**config.mk**
```make
export PLATFORM = sky130hd
export DESIGN_NAME = pdr_top
export DESIGN_NICKNAME = d
export VERILOG_FILES = /design/src/core/pdr_pkg.sv /design/src/core/pdr_top.sv
export SDC_FILE = /design/constraint.sdc
export NUM_CORES = 1
export LEC_CHECK = 0
export BUFFER_PORTS_ARGS = -buffer_cell sky130_fd_sc_hd__buf_4
export CAP_MARGIN = 10
export CORE_ASPECT_RATIO = 1.1
export CORE_MARGIN = 3
export CORE_UTILIZATION = 40
export DETAILED_ROUTE_END_ITERATION = 16
export SYNTH_ARGS = -nofsm -noshare
export SYNTH_HDL_FRONTEND = slang
export SYNTH_SLANG_ARGS = --single-unit
```
**constraint.sdc**
```tcl
create_clock -name aclk -period 4.95 [get_ports aclk]
set_clock_uncertainty 0.05 [all_clocks]
set_input_delay 0.2475 -clock aclk [delete_from_list [all_inputs] [get_ports aclk]]
set_output_delay 0.2475 -clock aclk [all_outputs]
set_load 0.01 [all_outputs]
```
**src/core/pdr_pkg.sv**
```systemverilog
/*
 * Shared constants of the picture decode run control: register map, field
 * positions, reset values and the bus response codes.
 * Assumes a 32-bit AXI4-Lite register bus and a frame engine beside the block.
 */


package pdr_pkg;
   // ***************************************************************
   // Register map, byte addresses.
   // ***************************************************************
   localparam logic [7:0] PDR_ADDR_CMD     = 8'h00;
   localparam logic [7:0] PDR_ADDR_PARAM   = 8'h04;
   localparam logic [7:0] PDR_ADDR_DELAY   = 8'h08;
   localparam logic [7:0] PDR_ADDR_STATUS  = 8'h0C;
   localparam logic [7:0] PDR_ADDR_DISP    = 8'h10;
   localparam logic [7:0] PDR_ADDR_INT_ST  = 8'h14;
   localparam logic [7:0] PDR_ADDR_INT_EN  = 8'h18;

   // ***************************************************************
   // Field positions.
   // ***************************************************************
   localparam int PDR_CMD_RUN_BIT      = 0;
   localparam int PDR_PAR_PRESCAN_BIT  = 0;
   localparam int PDR_PAR_MODE_BIT     = 1;
   localparam int PDR_PAR_KIND_BIT     = 2;
   localparam int PDR_PAR_SEARCH_BIT   = 3;
   localparam int PDR_PAR_FLUSH_BIT    = 4;
   localparam int PDR_PAR_COUNT_LSB    = 8;
   localparam int PDR_ST_BUSY_BIT      = 0;
   localparam int PDR_ST_CHECK_BIT     = 1;
   localparam int PDR_ST_STARTED_BIT   = 2;
   localparam int PDR_ST_DECIDX_LSB    = 16;
   localparam int PDR_INT_DONE_BIT     = 3;
   localparam int PDR_INT_EMPTY_BIT    = 4;

   // ***************************************************************
   // Reset values and codes.
   // ***************************************************************
   localparam logic [15:0] PDR_IDX_NONE    = 16'hFFFF;
   localparam logic [4:0]  PDR_DELAY_RST   = 5'h00;
   localparam logic [7:0]  PDR_COUNT_RST   = 8'h00;
   localparam logic [4:0]  PDR_INT_EN_RST  = 5'h00;
   localparam logic [1:0]  PDR_RESP_OKAY   = 2'h0;
   localparam logic [1:0]  PDR_RESP_SLVERR = 2'h2;

   typedef enum logic [1:0] {PDR_IDLE, PDR_HDR, PDR_BODY, PDR_DONE} pdr_state_t;
endpackage

```
**src/core/pdr_top.sv**
```systemverilog
/*
 * Picture decode run control: AXI4-Lite register slave and the run state
 * machine that decides between check, skip, search, decode and flush.
 * Assumes a frame engine that parses frame headers on request and reports
 * each processed frame, and a stream scanner that reports picture presence.
 */
`timescale 1ns/1ps

module pdr_top
   import pdr_pkg::*;
(
   // Clock and reset.
   input  wire logic        aclk,
   input  wire logic        aresetn,
   // AXI4-Lite write address and data.
   input  wire logic [7:0]  s_axi_awaddr,
   input  wire logic        s_axi_awvalid,
   output logic             s_axi_awready,
   input  wire logic [31:0] s_axi_wdata,
   input  wire logic [3:0]  s_axi_wstrb,
   input  wire logic        s_axi_wvalid,
   output logic             s_axi_wready,
   // AXI4-Lite write response.
   output logic [1:0]       s_axi_bresp,
   output logic             s_axi_bvalid,
   input  wire logic        s_axi_bready,
   // AXI4-Lite read.
   input  wire logic [7:0]  s_axi_araddr,
   input  wire logic        s_axi_arvalid,
   output logic             s_axi_arready,
   output logic [31:0]      s_axi_rdata,
   output logic [1:0]       s_axi_rresp,
   output logic             s_axi_rvalid,
   input  wire logic        s_axi_rready,
   // Stream scanner.
   input  wire logic        pic_present,
   input  wire logic        stream_empty,
   // Frame engine.
   output logic             eng_frame_req,
   output logic             eng_go,
   output logic             eng_go_decode,
   input  wire logic        eng_hdr,
   input  wire logic        eng_hdr_intra,
   input  wire logic        eng_done,
   input  wire logic [15:0] eng_dec_index,
   input  wire logic [15:0] eng_disp_index,
   // Interrupt.
   output logic             irq
);
   import pdr_pkg::*;

   // ***************************************************************
   // Bus slave state.
   // ***************************************************************
   logic        awready_q, wready_q, bvalid_q, arready_q, rvalid_q;
   logic        aw_have_q, w_have_q;
   logic [7:0]  awaddr_q;
   logic [31:0] wdata_q;
   logic [3:0]  wstrb_q;
   logic [1:0]  bresp_q, rresp_q;
   logic [31:0] rdata_q;

   // Software registers and run state.
   logic [15:0] param_q;
   logic [4:0]  delay_q;
   logic [4:0]  int_st_q;
   logic [4:0]  int_en_q;
   logic        irq_q;
   pdr_state_t  state_q;
   logic        busy_q, started_q, check_q, primed_q, req_q;
   logic        search_q, kind_q, skip1_q, dec_frame_q, go_q, go_dec_q;
   logic [8:0]  skip_left_q;
   logic [4:0]  dec_left_q;
   logic [4:0]  stored_q;
   logic [15:0] dec_idx_q, disp_idx_q;

   // ***************************************************************
   // Decode of write and command.
   // ***************************************************************
   logic wr_fire, cmd_wr, accept, ar_fire, wr_mapped;
   logic p_pre, p_mode, p_kind, p_search, p_flush, pre_eff;
   logic [7:0] p_count;

   // A write fires once address and data are both held and no response waits.
   assign wr_fire   = aw_have_q & w_have_q & ~bvalid_q;
   assign wr_mapped = awaddr_q == PDR_ADDR_CMD || awaddr_q == PDR_ADDR_PARAM ||
                      awaddr_q == PDR_ADDR_DELAY || awaddr_q == PDR_ADDR_INT_ST ||
                      awaddr_q == PDR_ADDR_INT_EN;
   assign cmd_wr    = wr_fire & (awaddr_q == PDR_ADDR_CMD) & wstrb_q[0] & wdata_q[PDR_CMD_RUN_BIT];
   // A run command while busy is dropped so the stored results stay intact.
   assign accept    = cmd_wr & (state_q == PDR_IDLE);
   assign ar_fire   = s_axi_arvalid & arready_q;

   // Parameters as latched before the command, sampled at acceptance.
   assign p_pre     = param_q[PDR_PAR_PRESCAN_BIT];
   assign p_mode    = param_q[PDR_PAR_MODE_BIT];
   assign p_kind    = param_q[PDR_PAR_KIND_BIT];
   assign p_search  = param_q[PDR_PAR_SEARCH_BIT];
   assign p_flush   = param_q[PDR_PAR_FLUSH_BIT];
   assign p_count   = param_q[PDR_PAR_COUNT_LSB +: 8];
   // Search overrides pre-scan; a single-frame skip forces it on.
   assign pre_eff   = ~p_search & (p_pre | (p_count == 8'h01));

   // ***************************************************************
   // AXI4-Lite write channels.
   // ***************************************************************
   // Address and data are taken independently and held until the write response is taken.
   always_ff @(posedge aclk)
   begin
      if (!aresetn)
      begin
         awready_q <= 1'b1;
         wready_q  <= 1'b1;
         aw_have_q <= 1'b0;
         w_have_q  <= 1'b0;
         awaddr_q  <= 8'h00;
         wdata_q   <= 32'h0000_0000;
         wstrb_q   <= 4'h0;
         bvalid_q  <= 1'b0;
         bresp_q   <= PDR_RESP_OKAY;
      end
      else
      begin
         if (s_axi_awvalid && awready_q)
         begin
            aw_have_q <= 1'b1;
            awaddr_q  <= {s_axi_awaddr[7:2], 2'b00};
            awready_q <= 1'b0;
         end
         if (s_axi_wvalid && wready_q)
         begin
            w_have_q <= 1'b1;
            wdata_q  <= s_axi_wdata;
            wstrb_q  <= s_axi_wstrb;
            wready_q <= 1'b0;
         end
         if (wr_fire)
         begin
            bvalid_q <= 1'b1;
            bresp_q  <= wr_mapped ? PDR_RESP_OKAY : PDR_RESP_SLVERR;
         end
         else if (bvalid_q && s_axi_bready)
         begin
            bvalid_q  <= 1'b0;
            aw_have_q <= 1'b0;
            w_have_q  <= 1'b0;
            awready_q <= 1'b1;
            wready_q  <= 1'b1;
         end
      end
   end

   // ***************************************************************
   // AXI4-Lite read channel.
   // ***************************************************************
   // Reads return one cycle after the address is taken; reserved bits are zero.
   always_ff @(posedge aclk)
   begin
      if (!aresetn)
      begin
         arready_q <= 1'b1;
         rvalid_q  <= 1'b0;
         rdata_q   <= 32'h0000_0000;
         rresp_q   <= PDR_RESP_OKAY;
      end
      else if (ar_fire)
      begin
         arready_q <= 1'b0;
         rvalid_q  <= 1'b1;
         rresp_q   <= PDR_RESP_OKAY;
         case ({s_axi_araddr[7:2], 2'b00})
            PDR_ADDR_CMD:    rdata_q <= 32'h0000_0000;
            PDR_ADDR_PARAM:  rdata_q <= {16'h0000, param_q};
            PDR_ADDR_DELAY:  rdata_q <= {27'h0, delay_q};
            PDR_ADDR_STATUS: rdata_q <= {dec_idx_q, 13'h0, started_q, check_q, busy_q};
            PDR_ADDR_DISP:   rdata_q <= {16'h0000, disp_idx_q};
            PDR_ADDR_INT_ST: rdata_q <= {27'h0, int_st_q};
            PDR_ADDR_INT_EN: rdata_q <= {27'h0, int_en_q};
            default:
            begin
               rdata_q <= 32'h0000_0000;
               rresp_q <= PDR_RESP_SLVERR;
            end
         endcase
      end
      else if (rvalid_q && s_axi_rready)
      begin
         rvalid_q  <= 1'b0;
         arready_q <= 1'b1;
      end
   end

   // ***************************************************************
   // Software registers.
   // ***************************************************************
   // Parameter and delay registers, written by byte lane.
   always_ff @(posedge aclk)
   begin
      if (!aresetn)
      begin
         param_q  <= {PDR_COUNT_RST, 8'h00};
         delay_q  <= PDR_DELAY_RST;
         int_en_q <= PDR_INT_EN_RST;
      end
      else if (wr_fire)
      begin
         if (awaddr_q == PDR_ADDR_PARAM && wstrb_q[0])
            param_q[7:0] <= {3'b000, wdata_q[4:0]};
         if (awaddr_q == PDR_ADDR_PARAM && wstrb_q[1])
            param_q[15:8] <= wdata_q[15:8];
         if (awaddr_q == PDR_ADDR_DELAY && wstrb_q[0])
            delay_q <= (wdata_q[4:0] > 5'h10) ? 5'h10 : wdata_q[4:0];
         if (awaddr_q == PDR_ADDR_INT_EN && wstrb_q[0])
            int_en_q <= wdata_q[4:0];
      end
   end

   // Sticky interrupt bits, write one to clear; a new event wins over the clear.
   always_ff @(posedge aclk)
   begin
      if (!aresetn)
      begin
         int_st_q <= 5'h00;
         irq_q    <= 1'b0;
      end
      else
      begin
         for (int i = 0; i < 5; i++)
         begin
            if (wr_fire && awaddr_q == PDR_ADDR_INT_ST && wstrb_q[0] && wdata_q[i])
               int_st_q[i] <= 1'b0;
         end
         if (state_q == PDR_DONE)
            int_st_q[PDR_INT_DONE_BIT] <= 1'b1;
         if (busy_q && stream_empty)
            int_st_q[PDR_INT_EMPTY_BIT] <= 1'b1;
         irq_q <= |(int_st_q & int_en_q);
      end
   end

   // ***************************************************************
   // Run state machine.
   // ***************************************************************
   // One run per command; each frame is header first, then a decode or discard go.
   always_ff @(posedge aclk)
   begin
      if (!aresetn)
      begin
         state_q     <= PDR_IDLE;
         busy_q      <= 1'b0;
         started_q   <= 1'b0;
         check_q     <= 1'b0;
         primed_q    <= 1'b0;
         search_q    <= 1'b0;
         kind_q      <= 1'b0;
         skip1_q     <= 1'b0;
         dec_frame_q <= 1'b0;
         go_q        <= 1'b0;
         go_dec_q    <= 1'b0;
         req_q       <= 1'b0;
         skip_left_q <= 9'h000;
         dec_left_q  <= 5'h00;
         stored_q    <= 5'h00;
         dec_idx_q   <= PDR_IDX_NONE;
         disp_idx_q  <= PDR_IDX_NONE;
      end
      else
      begin
         go_q <= 1'b0;
         case (state_q)
            PDR_IDLE:
            begin
               if (accept)
               begin
                  busy_q    <= 1'b1;
                  started_q <= 1'b0;
                  dec_idx_q <= PDR_IDX_NONE;
                  if (p_flush)
                  begin
                     // Hand out one stored picture, minus one once none is left.
                     disp_idx_q <= (stored_q != 5'h00) ? {11'h000, stored_q - 5'h01} : PDR_IDX_NONE;
                     stored_q   <= (stored_q != 5'h00) ? stored_q - 5'h01 : 5'h00;
                     primed_q   <= primed_q & (stored_q != 5'h00);
                     started_q  <= 1'b1;
                     state_q    <= PDR_DONE;
                  end
                  else if (pre_eff && !pic_present)
                  begin
                     check_q   <= 1'b0;
                     started_q <= 1'b1;
                     state_q   <= PDR_DONE;
                  end
                  else if (pre_eff && p_mode && p_count != 8'h01)
                  begin
                     check_q   <= 1'b1;
                     started_q <= 1'b1;
                     state_q   <= PDR_DONE;
                  end
                  else
                  begin
                     // Decode starts automatically; mode 1 with a forced check still skips.
                     check_q     <= 1'b1;
                     search_q    <= p_search;
                     kind_q      <= p_kind & ~p_search;
                     skip1_q     <= ~p_search & ~p_kind & (p_count == 8'h01);
                     skip_left_q <= p_search ? {1'b0, p_count} + 9'h001 : {1'b0, p_count};
                     // The first reordering run fills every reorder slot.
                     dec_left_q  <= (delay_q != 5'h00 && !primed_q) ? delay_q + 5'h01 : 5'h01;
                     req_q       <= 1'b1;
                     state_q     <= PDR_HDR;
                  end
               end
            end
            PDR_HDR:
            begin
               if (eng_hdr)
               begin
                  go_q      <= 1'b1;
                  started_q <= 1'b1;
                  if (search_q)
                  begin
                     // Only the (N+1)-th intra frame is decoded.
                     go_dec_q    <= eng_hdr_intra && skip_left_q == 9'h001;
                     skip_left_q <= eng_hdr_intra ? skip_left_q - 9'h001 : skip_left_q;
                     search_q    <= ~(eng_hdr_intra && skip_left_q == 9'h001);
                  end
                  else if (kind_q)
                  begin
                     go_dec_q <= eng_hdr_intra;
                     kind_q   <= ~eng_hdr_intra;
                  end
                  else if (skip_left_q != 9'h000)
                  begin
                     go_dec_q    <= 1'b0;
                     skip_left_q <= skip_left_q - 9'h001;
                  end
                  else
                     go_dec_q <= 1'b1;
                  dec_frame_q <= 1'b0;
                  req_q       <= 1'b0;
                  state_q     <= PDR_BODY;
               end
            end
            PDR_BODY:
            begin
               dec_frame_q <= go_q ? go_dec_q : dec_frame_q;
               if (eng_done && !go_q)
               begin
                  if (dec_frame_q)
                  begin
                     dec_idx_q  <= eng_dec_index;
                     disp_idx_q <= eng_disp_index;
                     dec_left_q <= dec_left_q - 5'h01;
                     if (dec_left_q == 5'h01)
                     begin
                        // Completion only after the wanted frame is decoded.
                        primed_q <= delay_q != 5'h00;
                        stored_q <= delay_q;
                        state_q  <= PDR_DONE;
                     end
                     else
                     begin
                        req_q   <= 1'b1;
                        state_q <= PDR_HDR;
                     end
                  end
                  else if (skip1_q && skip_left_q == 9'h000)
                  begin
                     check_q <= 1'b1;
                     state_q <= PDR_DONE;
                  end
                  else
                  begin
                     req_q   <= 1'b1;
                     state_q <= PDR_HDR;
                  end
               end
            end
            PDR_DONE:
            begin
               busy_q  <= 1'b0;
               state_q <= PDR_IDLE;
            end
            default:
               state_q <= PDR_IDLE;
         endcase
      end
   end

   // ***************************************************************
   // Outputs.
   // ***************************************************************
   assign s_axi_awready = awready_q;
   assign s_axi_wready  = wready_q;
   assign s_axi_bvalid  = bvalid_q;
   assign s_axi_bresp   = bresp_q;
   assign s_axi_arready = arready_q;
   assign s_axi_rvalid  = rvalid_q;
   assign s_axi_rdata   = rdata_q;
   assign s_axi_rresp   = rresp_q;
   assign eng_frame_req = req_q;   // Registered so the engine never sees a decode glitch.
   assign eng_go        = go_q;
   assign eng_go_decode = go_dec_q;
   assign irq           = irq_q;

   // ***************************************************************
   // Assertions.
   // ***************************************************************
   busy_until_done_a: assert property (@(posedge aclk) disable iff (!aresetn)
      $fell(busy_q) |-> $past(state_q == PDR_DONE))
      else $error("busy dropped outside completion");
   done_irq_bit_a: assert property (@(posedge aclk) disable iff (!aresetn)
      $fell(busy_q) |-> int_st_q[PDR_INT_DONE_BIT])
      else $error("completion bit not set with busy fall");
   prescan_stop_a: assert property (@(posedge aclk) disable iff (!aresetn)
      accept && !p_flush && pre_eff && !pic_present |=> state_q == PDR_DONE && !check_q ##1 !busy_q)
      else $error("run without picture did not end at once");
   check_only_a: assert property (@(posedge aclk) disable iff (!aresetn)
      accept && !p_flush && pre_eff && p_mode && p_count != 8'h01 && pic_present
      |=> check_q && state_q == PDR_DONE && !go_q)
      else $error("check-only run did not finish with result");
   search_no_prescan_a: assert property (@(posedge aclk) disable iff (!aresetn)
      accept && !p_flush && p_search |=> state_q == PDR_HDR)
      else $error("intra search honoured pre-scan");
   kind_discard_a: assert property (@(posedge aclk) disable iff (!aresetn)
      state_q == PDR_HDR && eng_hdr && kind_q && !search_q |=> go_q && go_dec_q == $past(eng_hdr_intra))
      else $error("skip kind decision wrong");
   search_pick_a: assert property (@(posedge aclk) disable iff (!aresetn)
      state_q == PDR_HDR && eng_hdr && search_q && eng_hdr_intra && skip_left_q == 9'h001
      |=> go_q && go_dec_q && !search_q)
      else $error("target intra frame not decoded");
   flush_no_decode_a: assert property (@(posedge aclk) disable iff (!aresetn)
      accept && p_flush |=> dec_idx_q == PDR_IDX_NONE && state_q == PDR_DONE && !go_q)
      else $error("flush run touched the decoder");
   first_fill_a: assert property (@(posedge aclk) disable iff (!aresetn)
      accept && !p_flush && !pre_eff && delay_q != 5'h00 && !primed_q
      |=> dec_left_q == $past(delay_q) + 5'h01)
      else $error("first reordering run frame count wrong");
   search_done_a: assert property (@(posedge aclk) disable iff (!aresetn)
      state_q == PDR_DONE && $past(state_q == PDR_BODY) && !skip1_q |-> $past(dec_frame_q && eng_done))
      else $error("run completed before decoding");
endmodule

```
**Word-level counts from Yosys, hierarchy flattened**

Index checks and enable logic that the tools add are counted.

- Register bits after elaboration: 157
- Latch bits: 0
- Input port bits: 96
- Output and inout port bits: 45
- Memories: 0
- Word-level logic and storage cells: 289
- Bits in writable memories: 0
- Bits in read-only memories: 0

- Mux-type cells: 124
- Add/subtract/negate cells: 5
- Bitwise gates (word level): 22
- $lt $le $gt $ge: 1
- $mul: 0
- Reductions and logical operators: 65
- Divide/modulo/power cells: 0
- Shifts and indexed selects: 0
- Equality and inequality tests: 35

Operators with widths:

| kind | number |
|---|---|
| case mux 32 bit (6 select lines) | 1 |
| two-way mux 16 bit | 8 |
| two-way mux 9 bit | 10 |
| two-way mux 5 bit | 14 |
| two-way mux 1 bit | 66 |
| case mux 16 bit (2 select lines) | 2 |
| == test 6 x 3 -> 1 bit, second input constant | 5 |
| inequality test 2 bit, second input constant | 13 |
| two-way mux 2 bit | 11 |
| logical AND 1 bit | 20 |
| case mux 5 bit (2 select lines) | 2 |
| == test 6 x 2 -> 1 bit, second input constant | 3 |
| case mux 9 bit (2 select lines) | 1 |
| AND reduction 6 bit | 3 |
| AND reduction 9 bit | 2 |
| nonzero test 2 bit | 8 |
| inequality test 3 bit, second input constant | 5 |
| case mux 1 bit (2 select lines) | 7 |
| AND reduction 2 bit | 7 |
| AND reduction 7 bit | 2 |
| bitwise AND 1 bit | 12 |
| == test 6 x 1 -> 1 bit, second input constant | 2 |
| AND reduction 5 bit | 2 |
| nonzero test 5 bit | 2 |
| other kinds (28) | 44 |

**Longest topological paths before layout**

Gate-level depths: netlist of run 1.

- Depth after elaboration: 10
- Gate-level depth with buffers: 8
- Gate-level depth less buffers: 7

**Worst setup path before layout of run 1**

OpenSTA, ideal clock, no wires.

- Path kind: flip-flop to flip-flop
- Start: register param_q[9]
- End: register skip_left_q[0]
- Required time: 4.781 ns
- Period minus slack after synthesis: 2.020 ns
- Stages on the path, launching flop included: 9
- Slack: 2.930 ns
- Setup time: 0.119 ns
- Arrival time: 1.851 ns
- Cells stage by stage: dfxtp_1 inv_1 ha_1 nor4b_2 a211oi_1 a22o_1 buf_2 nor3_1 o221a_2

- Longest elaborated chain between the ends: 7
- Elaborated cells between the ends (all ways): 10
- Classes of those cells: eq/ne: 4; bitwise: 2; reduce/logical: 4

RTL lines:

| item | RTL line | source |
|---|---|---|
| start, declared | pdr_top.sv:64 | `logic [15:0] param_q;` |
| start signal, assigned | pdr_top.sv:201 | `param_q <= {PDR_COUNT_RST, 8'h00};` |
| start signal, assigned | pdr_top.sv:210 | `param_q[15:8] <= wdata_q[15:8];` |
| == test 8 x 1 -> 1 bit | pdr_top.sv:102 | `assign pre_eff = ~p_search & (p_pre \| (p_count == 8'h01));` |
| OR 1 bit | pdr_top.sv:102 |  |
| bitwise AND 1 bit | pdr_top.sv:102 |  |
| logical AND 1 bit (2 in series) | pdr_top.sv:293 | `else if (pre_eff && p_mode && p_count != 8'h01)` |
| inequality test 2 bit (no source line) | n/a |  |
| AND reduction 9 bit (no source line) * | n/a |  |
| end signal, assigned | pdr_top.sv:306 | `skip_left_q <= p_search ? {1'b0, p_count} + 9'h001 : {1'b0, p_count};` |
| end signal, assigned | pdr_top.sv:324 | `skip_left_q <= eng_hdr_intra ? skip_left_q - 9'h001 : skip_left_q;` |
| end signal, assigned | pdr_top.sv:335 | `skip_left_q <= skip_left_q - 9'h001;` |
| end, declared | pdr_top.sv:72 | `logic [8:0] skip_left_q;` |

Mark *: on every way between the ends. The rest lies on a longest branch, timed or not.
A chain may end at the register's enable or synchronous reset.

**Worst setup path after layout of run 1**

- Start: register state_q[1]
- End: register stored_q[1]

- Longest elaborated chain between the ends: 4
- Elaborated cells between the ends (all ways): 11
- Classes of those cells: eq/ne: 6; mux: 1; bitwise: 1; reduce/logical: 3

RTL lines:

| item | RTL line | source |
|---|---|---|
| start, declared | pdr_top.sv:69 | `pdr_state_t state_q;` |
| start signal, assigned | pdr_top.sv:249 | `state_q <= PDR_IDLE;` |
| start signal, assigned | pdr_top.sv:285 | `state_q <= PDR_DONE;` |
| start signal, assigned | pdr_top.sv:291 | `state_q <= PDR_DONE;` |
| logical NOT 2 bit | pdr_top.sv:91, pdr_top.sv:270 |  |
| bitwise AND 1 bit | pdr_top.sv:91 | `assign accept = cmd_wr & (state_q == PDR_IDLE);` |
| inequality test 2 bit (no source line) | n/a |  |
| AND reduction 6 bit (no source line) | n/a |  |
| end signal, assigned | pdr_top.sv:282 | `stored_q <= (stored_q != 5'h00) ? stored_q - 5'h01 : 5'h00;` |
| end signal, assigned | pdr_top.sv:358 | `stored_q <= delay_q;` |
| end, declared | pdr_top.sv:74 | `logic [4:0] stored_q;` |

Several ways; a longest one is shown, not always the timed one.

==> results.cfg, run 1 <==
[yosys]
synth_area_um2 = 7240
synth_top_area_cell = dfxtp_1
ys_types = 80
synth_edf_count = 0
yosysSeqAreaShare_pct = 42.0
synth_compound_area_share_pct = 23.3
yosys.area_share.simple_pct = 22.3
avgSynthCellArea_um2 = 8.46
muxShareOfSynthArea_pct = 3.20
synthArstFlopShare_pct = 0
synth_xor_area_share_pct = 1.81
yosys-top-cells-area = dfxtp_1, a21oi_1, nand2_1
synth_fa_ha_area_share_pct = 1.73
ys_warn_count = 0
synth_top_area_share_pct = 42.0
synth_cells = 856
synth_flop_cell = dfxtp_1
synth_top_family_by_area = compound AO/OA/AOI/OAI gates
ys_ff_latch = 152

[placement]
placedInstanceArea_um2 = 8110
place_inst = 1137
dp_hpwl_um = 13600
io_buffers = 113
gp_congestion = 0.828

[timing]
fmax_mhz = 306
layout_min_cycle_time_ns = 3.27
slew_headroom_pct = 32.0
rsz0062_at_grt = false
hold_violations = 0
whs_ns = 0.0179
tightest_slew_ns = 1.02
min_period_over_period_pct = 66.0
slew_viol_final = 0
setup_viol = 0
tns_ns = 0

[clocking]
cts_tree = done
clk_latency_ns = 0.42
cts_made_buffers = 17
h-tree-depth = 4
ctsHoldBuffers = 1
cts_buffer_depth = 2
cts.sinks = 152
cts_resized = 0
clkSlewWorstSetupHoldPaths_ns = 0.06
postCtsSetupRepairBufs = 0
cts_root_buf = clkbuf_16

[finish]
final_nets = 1031
postLayoutCellArea_um2 = 8720
final_cells = 1172
diodes = 0
syn_to_final_growth_pct = 20.5
layout-drive-gt1-share_pct = 18.9

[power]
power.leakage_nw = 3.31
cellPowerDensity_nw_per_um2 = 367
power_switching_w = 0.000971
p_sw_share_pct = 30.3
peakVddDrop_uv = 294
clkPwrFrac_pct = 40.8
intPower_w = 0.00223
pwr-share-comb_pct = 18.0
pwr-share-seq_pct = 41.2

[critical_path]
max_stage_delay_ns = 0.83
ff2ff_path_depth = 5
cp-start-kind = flop
cp_num_buf_inv = 0
crit_slowest_cell = dfxtp_1
cp_cell_sequence = nand2b_2 -> or4_4 -> a221oi_2 -> o221ai_1 -> o211a_1
cp-end-kind = flop
worst-path-max-fanout = 31
reg2reg_setup_slack_ns = 1.68
worstSetupPathType = reg2reg
cp.required_ns = 5.22
r2r_start = state_q[1]
cp.arrival_ns = 3.54
reg2reg_to = stored_q[1]
cpLargestDelayFamily = simple AND/OR/NAND/NOR gates

[route]
drc_errors = 0
via_count = 6516
viasPerCell = 5.56
detail-route-antenna-nets = 0
wl_per_cell_um = 17.0
drtIter0Drc = 489
dr.pass1.iters = 5
wirelength_um = 20000

[hold_path]
holdCritPathClass = in2reg
whs_path_depth = 3
hp-start = s_axi_wdata[1]
worstHoldEndpoint = wdata_q[1]

[die]
die_h_um = 147
core-area_um2 = 17400
dieArea_um2 = 19800
io_pins = 141
rows = 50
start_util_pct = 41.6
fp.dieW_um = 134

[run_status]
outcome = finished, final reports clean

[global_route]
grt.total_usage_pct = 19.6
grt_pass1_wl_um = 31600
globalRoute.totalOverflow = 0
grt_max_degree = 61
antenna_found_initial = 0
grt_pass1_vias = 5975

[job]
cap_violations = 0
## metal layers
| layer | track usage, % | vias up | wire length (um) |
|---|---|---|---|
| met5 | 0 | - | 0 |
| met4 | 5.35 | 0 | 203 |
| met3 | 3.25 | 17 | 951 |
| met2 | 29.9 | 171 | 8760 |
| met1 | 28.5 | 3059 | 10000 |
| li1 | - | 3269 | - |
## power groups by stage
stage,Combinational [W],Sequential [W],Clock (W)
after global routing,0.000631,0.00133,0.00138
after detailed placement,0.000570,0.00135,0
after CTS,0.000573,0.00132,0.00133
after global placement,0.000571,0.00135,0
final,0.000576,0.00132,0.00131
after floorplan,0.000440,0.00131,0
## worst reg2reg max path, cell delays in order (launching register included)
cell and delay [ns]:
dfxtp_1 0.83, nand2b_2 0.53, or4_4 0.65, a221oi_2 0.68, o221ai_1 0.25, o211a_1 0.17
## worst max path at each step
| stage | startpoint | end | cells past startpoint | slack, ns |
|---|---|---|---|---|
| 3_3_place_gp | state_q[1] | stored_q[1] | 5 | 1.76 |
| 2_1_floorplan | param_q[9] | skip_left_q[0] | 8 | 2.93 |
| 5_1_grt | state_q[1] | stored_q[4] | 5 | 1.37 |
| 3_5_place_dp | state_q[1] | stored_q[1] | 5 | 1.73 |
| 6_report | state_q[1] | stored_q[1] | 5 | 1.68 |
| 4_1_cts | state_q[1] | stored_q[1] | 5 | 1.73 |
## placed cells by master (no fill, tap or decap), types with 4 or more instances in the layout
master,n
dfxtp_1,152
nor4b_2,4
mux2i_1,22
and2_1,7
xor2_1,7
clkbuf_16,17
a31oi_1,6
and3_1,4
a211oi_1,7
ha_1,10
o21ai_0,31
buf_4,120
nand2_1,96
o31a_1,11
nor2b_1,5
nor3b_1,6
xnor2_1,8
nor3_1,14
clkinv_2,4
nor4_1,22
a22oi_1,31
a21oi_1,91
o311ai_0,7
clkinvlp_4,4
o21a_1,5
a21o_1,5
nand4_1,21
inv_1,18
or3_1,6
a2bb2oi_1,8
a211o_1,5
o31ai_1,6
o22ai_1,5
nor2_1,74
nand3_1,20
## sequential cells by signal, summed over array words and instances, names as in the netlist, 2 cells and up
| signal | count |
|---|---|
| awaddr_q | 6 |
| dec_idx_q | 16 |
| dec_left_q | 5 |
| delay_q | 5 |
| disp_idx_q | 16 |
| int_en_q | 5 |
| int_st_q | 2 |
| param_q | 13 |
| s_axi_rdata | 32 |
| skip_left_q | 9 |
| state_q | 2 |
| stored_q | 5 |
| wdata_q | 13 |
| wstrb_q | 2 |
## cell usage after synthesis (3+ instances only)
cell type  number
nor3_1         14
o21a_1          5
a21o_1          5
mux2i_1        22
o22ai_1         5
a21oi_1        92
buf_1           4
nor4b_1         3
nand3b_1        3
nor4b_2         4
o31ai_1         6
nor3b_1         6
nand4b_1        3
o211ai_1        3
o21ai_0        31
nand2b_1        3
and2_1          7
nor4_1         22
or3_1           6
o311ai_0        8
xnor2_1         8
a22oi_1        31
buf_2          15
nand4_1        21
nand3_1        20
ha_1           10
and4_1          3
a211oi_1        7
a31oi_1         6
nor2_1         74
dfxtp_1       152
a211o_1         5
nand2_1        96
nor2b_1         5
clkbuf_1       46
o31a_1         11
buf_4           6
inv_1          18
xor2_1          7
a2bb2oi_1       8
and3_1          4
## per-stage QoR
step / setup slack [ns] / utilization, % / total power (W)
2_1_floorplan: 2.93 / - / 0.00175
3_3_place_gp: 1.76 / 46.6 / 0.00192
3_5_place_dp: 1.73 / 46.6 / 0.00192
4_1_cts: 1.73 / 50.1 / 0.00322
5_1_grt: 1.37 / 50.2 / 0.00334
6_report: 1.68 / 50.2 / 0.00320
## final cells by class
class / count / area, um^2
Fill cell: 1714 / 8670
Multi-Input combinational cell: 612 / 3800
Sequential cell: 152 / 3040
Timing Repair Buffer: 123 / 926
Clock buffer: 20 / 437
Tap cell: 234 / 293
Clock inverter: 12 / 153
Inverter: 19 / 72.6
## kinds of logic after synthesis
group                    Yosys count
AND/OR/NAND/NOR                  309
other                              1
XOR/XNOR                          15
buffers and inverters             93
AO/OA/AOI/OAI                    253
flip-flops                       152
multiplexers                      23
adder cells (fa/ha/maj)           10
Note: power is estimated with default switching activity, not from simulation.
==> inputs of run 2 (changes only) <==
- ABC_AREA: not set -> 1
- clock period: 4.95 -> 2.84 ns (I/O delays scaled with it)
==> run 2 against run 1 <==
Flip-flop and latch count unchanged. Largest power group is now the clock network. Synthesized area down 1.1%. Sequential share of layout area down 2.9 points. Register-to-register slack worse by 1.0 ns. First-iteration DRC count down 13%. Worst setup slack worse by 1.0 ns. Critical endpoint is now eng_frame_req. Final cell count up 22%. Clock-buffer cell count down 1. Utilization up 4.9 points. Fmax up 49%. Die area down 1.0%.
==> results.cfg, run 2 <==
[yosys]
synth_top_area_cell = dfxtp_1
yosys-top-cells-area = dfxtp_1, nand2_1, a21oi_1
synthArstFlopShare_pct = 0
synth_cells = 1025
yosysSeqAreaShare_pct = 42.5
synth_top_area_share_pct = 42.5
avgSynthCellArea_um2 = 6.99
synth_area_um2 = 7170
ys_ff_latch = 152
synth_most_common_cell = nand2_1
ys_warn_count = 0
ys_types = 39
synthTopCellsByCount = nand2_1, dfxtp_1, nor2_1
synth_flop_cell = dfxtp_1
synth_edf_count = 0

[timing]
worst_slack_ns = 0.648
layout_min_cycle_time_ns = 2.19
tns_ns = 0
min_period_over_period_pct = 77.2
tightest_slew_ns = 0.784
setup_viol = 0
fmax_mhz = 456
rsz0062_at_grt = false
slew_viol_final = 0
hold_violations = 0
slew_headroom_pct = 47.5

[critical_path]
cp.required_ns = 3.10
max_stage_delay_ns = 0.51
cp-start-kind = flop
cp.arrival_ns = 2.46
worstSetupPathType = reg2reg
crit_slowest_cell = dfxtp_1
cp_cell_sequence = inv_2 -> nor2_4 -> buf_4 -> inv_2 -> buf_4 -> nor2_1 -> nand3_1 -> nand3_1 -> nor2_1 -> a21oi_1 -> nor2_1
crit_top_cell = nor2_1
cpLargestDelayFamily = buffers and inverters
cp_num_buf_inv = 4
worst-path-max-fanout = 22
cp-end-kind = flop

[die]
rows = 50
core-area_um2 = 17300
die_h_um = 146
fp.dieW_um = 134
dieArea_um2 = 19600
start_util_pct = 41.5
io_pins = 141

[clocking]
clkSlewWorstSetupHoldPaths_ns = 0.06
cts.sinks = 152
cts_tree = done
cts_resized = 0
postCtsSetupRepairBufs = 0
h-tree-depth = 4
ctsHoldBuffers = 60
cts_root_buf = clkbuf_16
clk_latency_ns = 0.43
cts_made_buffers = 17
cts_buffer_depth = 2

[run_status]
outcome = finished, final reports clean

[route]
via_count = 7075
viasPerCell = 4.94
drtIter0Drc = 423
detail-route-antenna-nets = 0
drc_errors = 0
dr.pass1.iters = 4
wirelength_um = 20300
wl_per_cell_um = 14.2

[global_route]
met1_usage_pct = 27.5
grt_pass1_wl_um = 33500
antenna_found_initial = 0
grt_busiest_layer = met2
use_met3_pct = 4.10
grt_pass1_vias = 6673
grt.total_usage_pct = 21.1
globalRoute.totalOverflow = 0
gr-usage-met2_pct = 35.4
grt_max_degree = 57

[power]
peakVddDrop_uv = 410
cellPowerDensity_nw_per_um2 = 554
power.leakage_nw = 4.16

[finish]
largest_reg_flops = 32
layout-drive-gt1-share_pct = 16.6
diodes = 0
syn_to_final_growth_pct = 32.6
layout_commonest_cell = nand2_1
mostFrequentLayoutCells = nand2_1, dfxtp_1, buf_4
final_nets = 1291

[placement]
dp_hpwl_um = 14100
gp_congestion = 0.886
place_ws_ns = 0.681
io_buffers = 113

[job]
cap_violations = 0

[hold_path]
holdCritPathClass = in2reg
## run 2: cell count changes after synthesis, sizes merged, moves of 10 or more
cell / change
mux2i: -21
o211ai: +10
nand4: -14
o21ai: +63
o31a: -11
nor4: -22
inv: +71
nand2: +150
a22oi: -30
a21oi: +13
clkbuf: -18
buf: -11
nor2: +49
nand3: +71
## run 2: final timing paths
kind	depth (start not counted)	endpoint	slack, ns	startpoint
max	11	eng_frame_req	0.65	state_q[1]
min	3	wdata_q[4]	0.05	s_axi_wdata[4]
max reg2reg	11	eng_frame_req	0.65	state_q[1]
min reg2reg	2	dec_idx_q[2]	0.41	dec_idx_q[2]
## run 2: logic make-up (layout without fill, tap and decap cells)
family	count (synthesis)	in the layout	synth area share, %
AOI/OAI and AO/OA	229	229	17.7
DFF	152	152	42.5
other	1	2	0.0523
xor gates and xnor gates	8	8	0.978
buffers and inverters	138	310	7.72
muxes	1	1	0.140
and+or+nand+nor	486	486	29.2
adders and majority gates	10	10	1.75
## run 2: final cells by class
class | count | area (um^2)
fillers | 1708 | 7760
multi-input cells | 736 | 3570
flip-flops and latches | 152 | 3040
repair buffers | 185 | 1540
clock buffers | 19 | 443
inverters | 93 | 349
well taps | 234 | 293
clock inverters | 13 | 264
## run 2: routing by layer
| metal | share of wire [%] | wire [um] |
|---|---|---|
| met5 | 0 | 0 |
| met2 | 48 | 9810 |
| met4 | 1.7 | 336 |
| met1 | 47 | 9460 |
| met3 | 3.5 | 708 |
## run 2: worst register-to-register path, cell delays in order, from the launching register on
cell and delay (ns):
dfxtp_1 0.51, inv_2 0.09, nor2_4 0.28, buf_4 0.25
inv_2 0.13, buf_4 0.24, nor2_1 0.12, nand3_1 0.10
nand3_1 0.09, nor2_1 0.05, a21oi_1 0.13, nor2_1 0.05
## run 2: report_power, final
part           internal, W  switching, W  total (W)
sequential         0.00217     0.0000240    0.00220
combinational     0.000176      0.000183   0.000359
clock              0.00177      0.000931    0.00271
total              0.00412       0.00114    0.00526
## run 2: through the flow
| stage | cell area, um^2 | utilization [%] | hold slack, ns | std cells | power (W) |
|---|---|---|---|---|---|
| 2_1_floorplan | 7170 | - | 0.192 | 1026 | 0.00239 |
| 4_1_cts | 9500 | 55.0 | 0.0587 | 1432 | 0.00531 |
| 3_5_place_dp | 8200 | 47.5 | 0.294 | 1340 | 0.00254 |
| 3_3_place_gp | 8200 | 47.5 | 0.290 | 1340 | 0.00254 |
| 6_report | 9500 | 55.0 | 0.0549 | 1432 | 0.00526 |
| 5_1_grt | 9500 | 55.0 | 0.0746 | 1432 | 0.00545 |
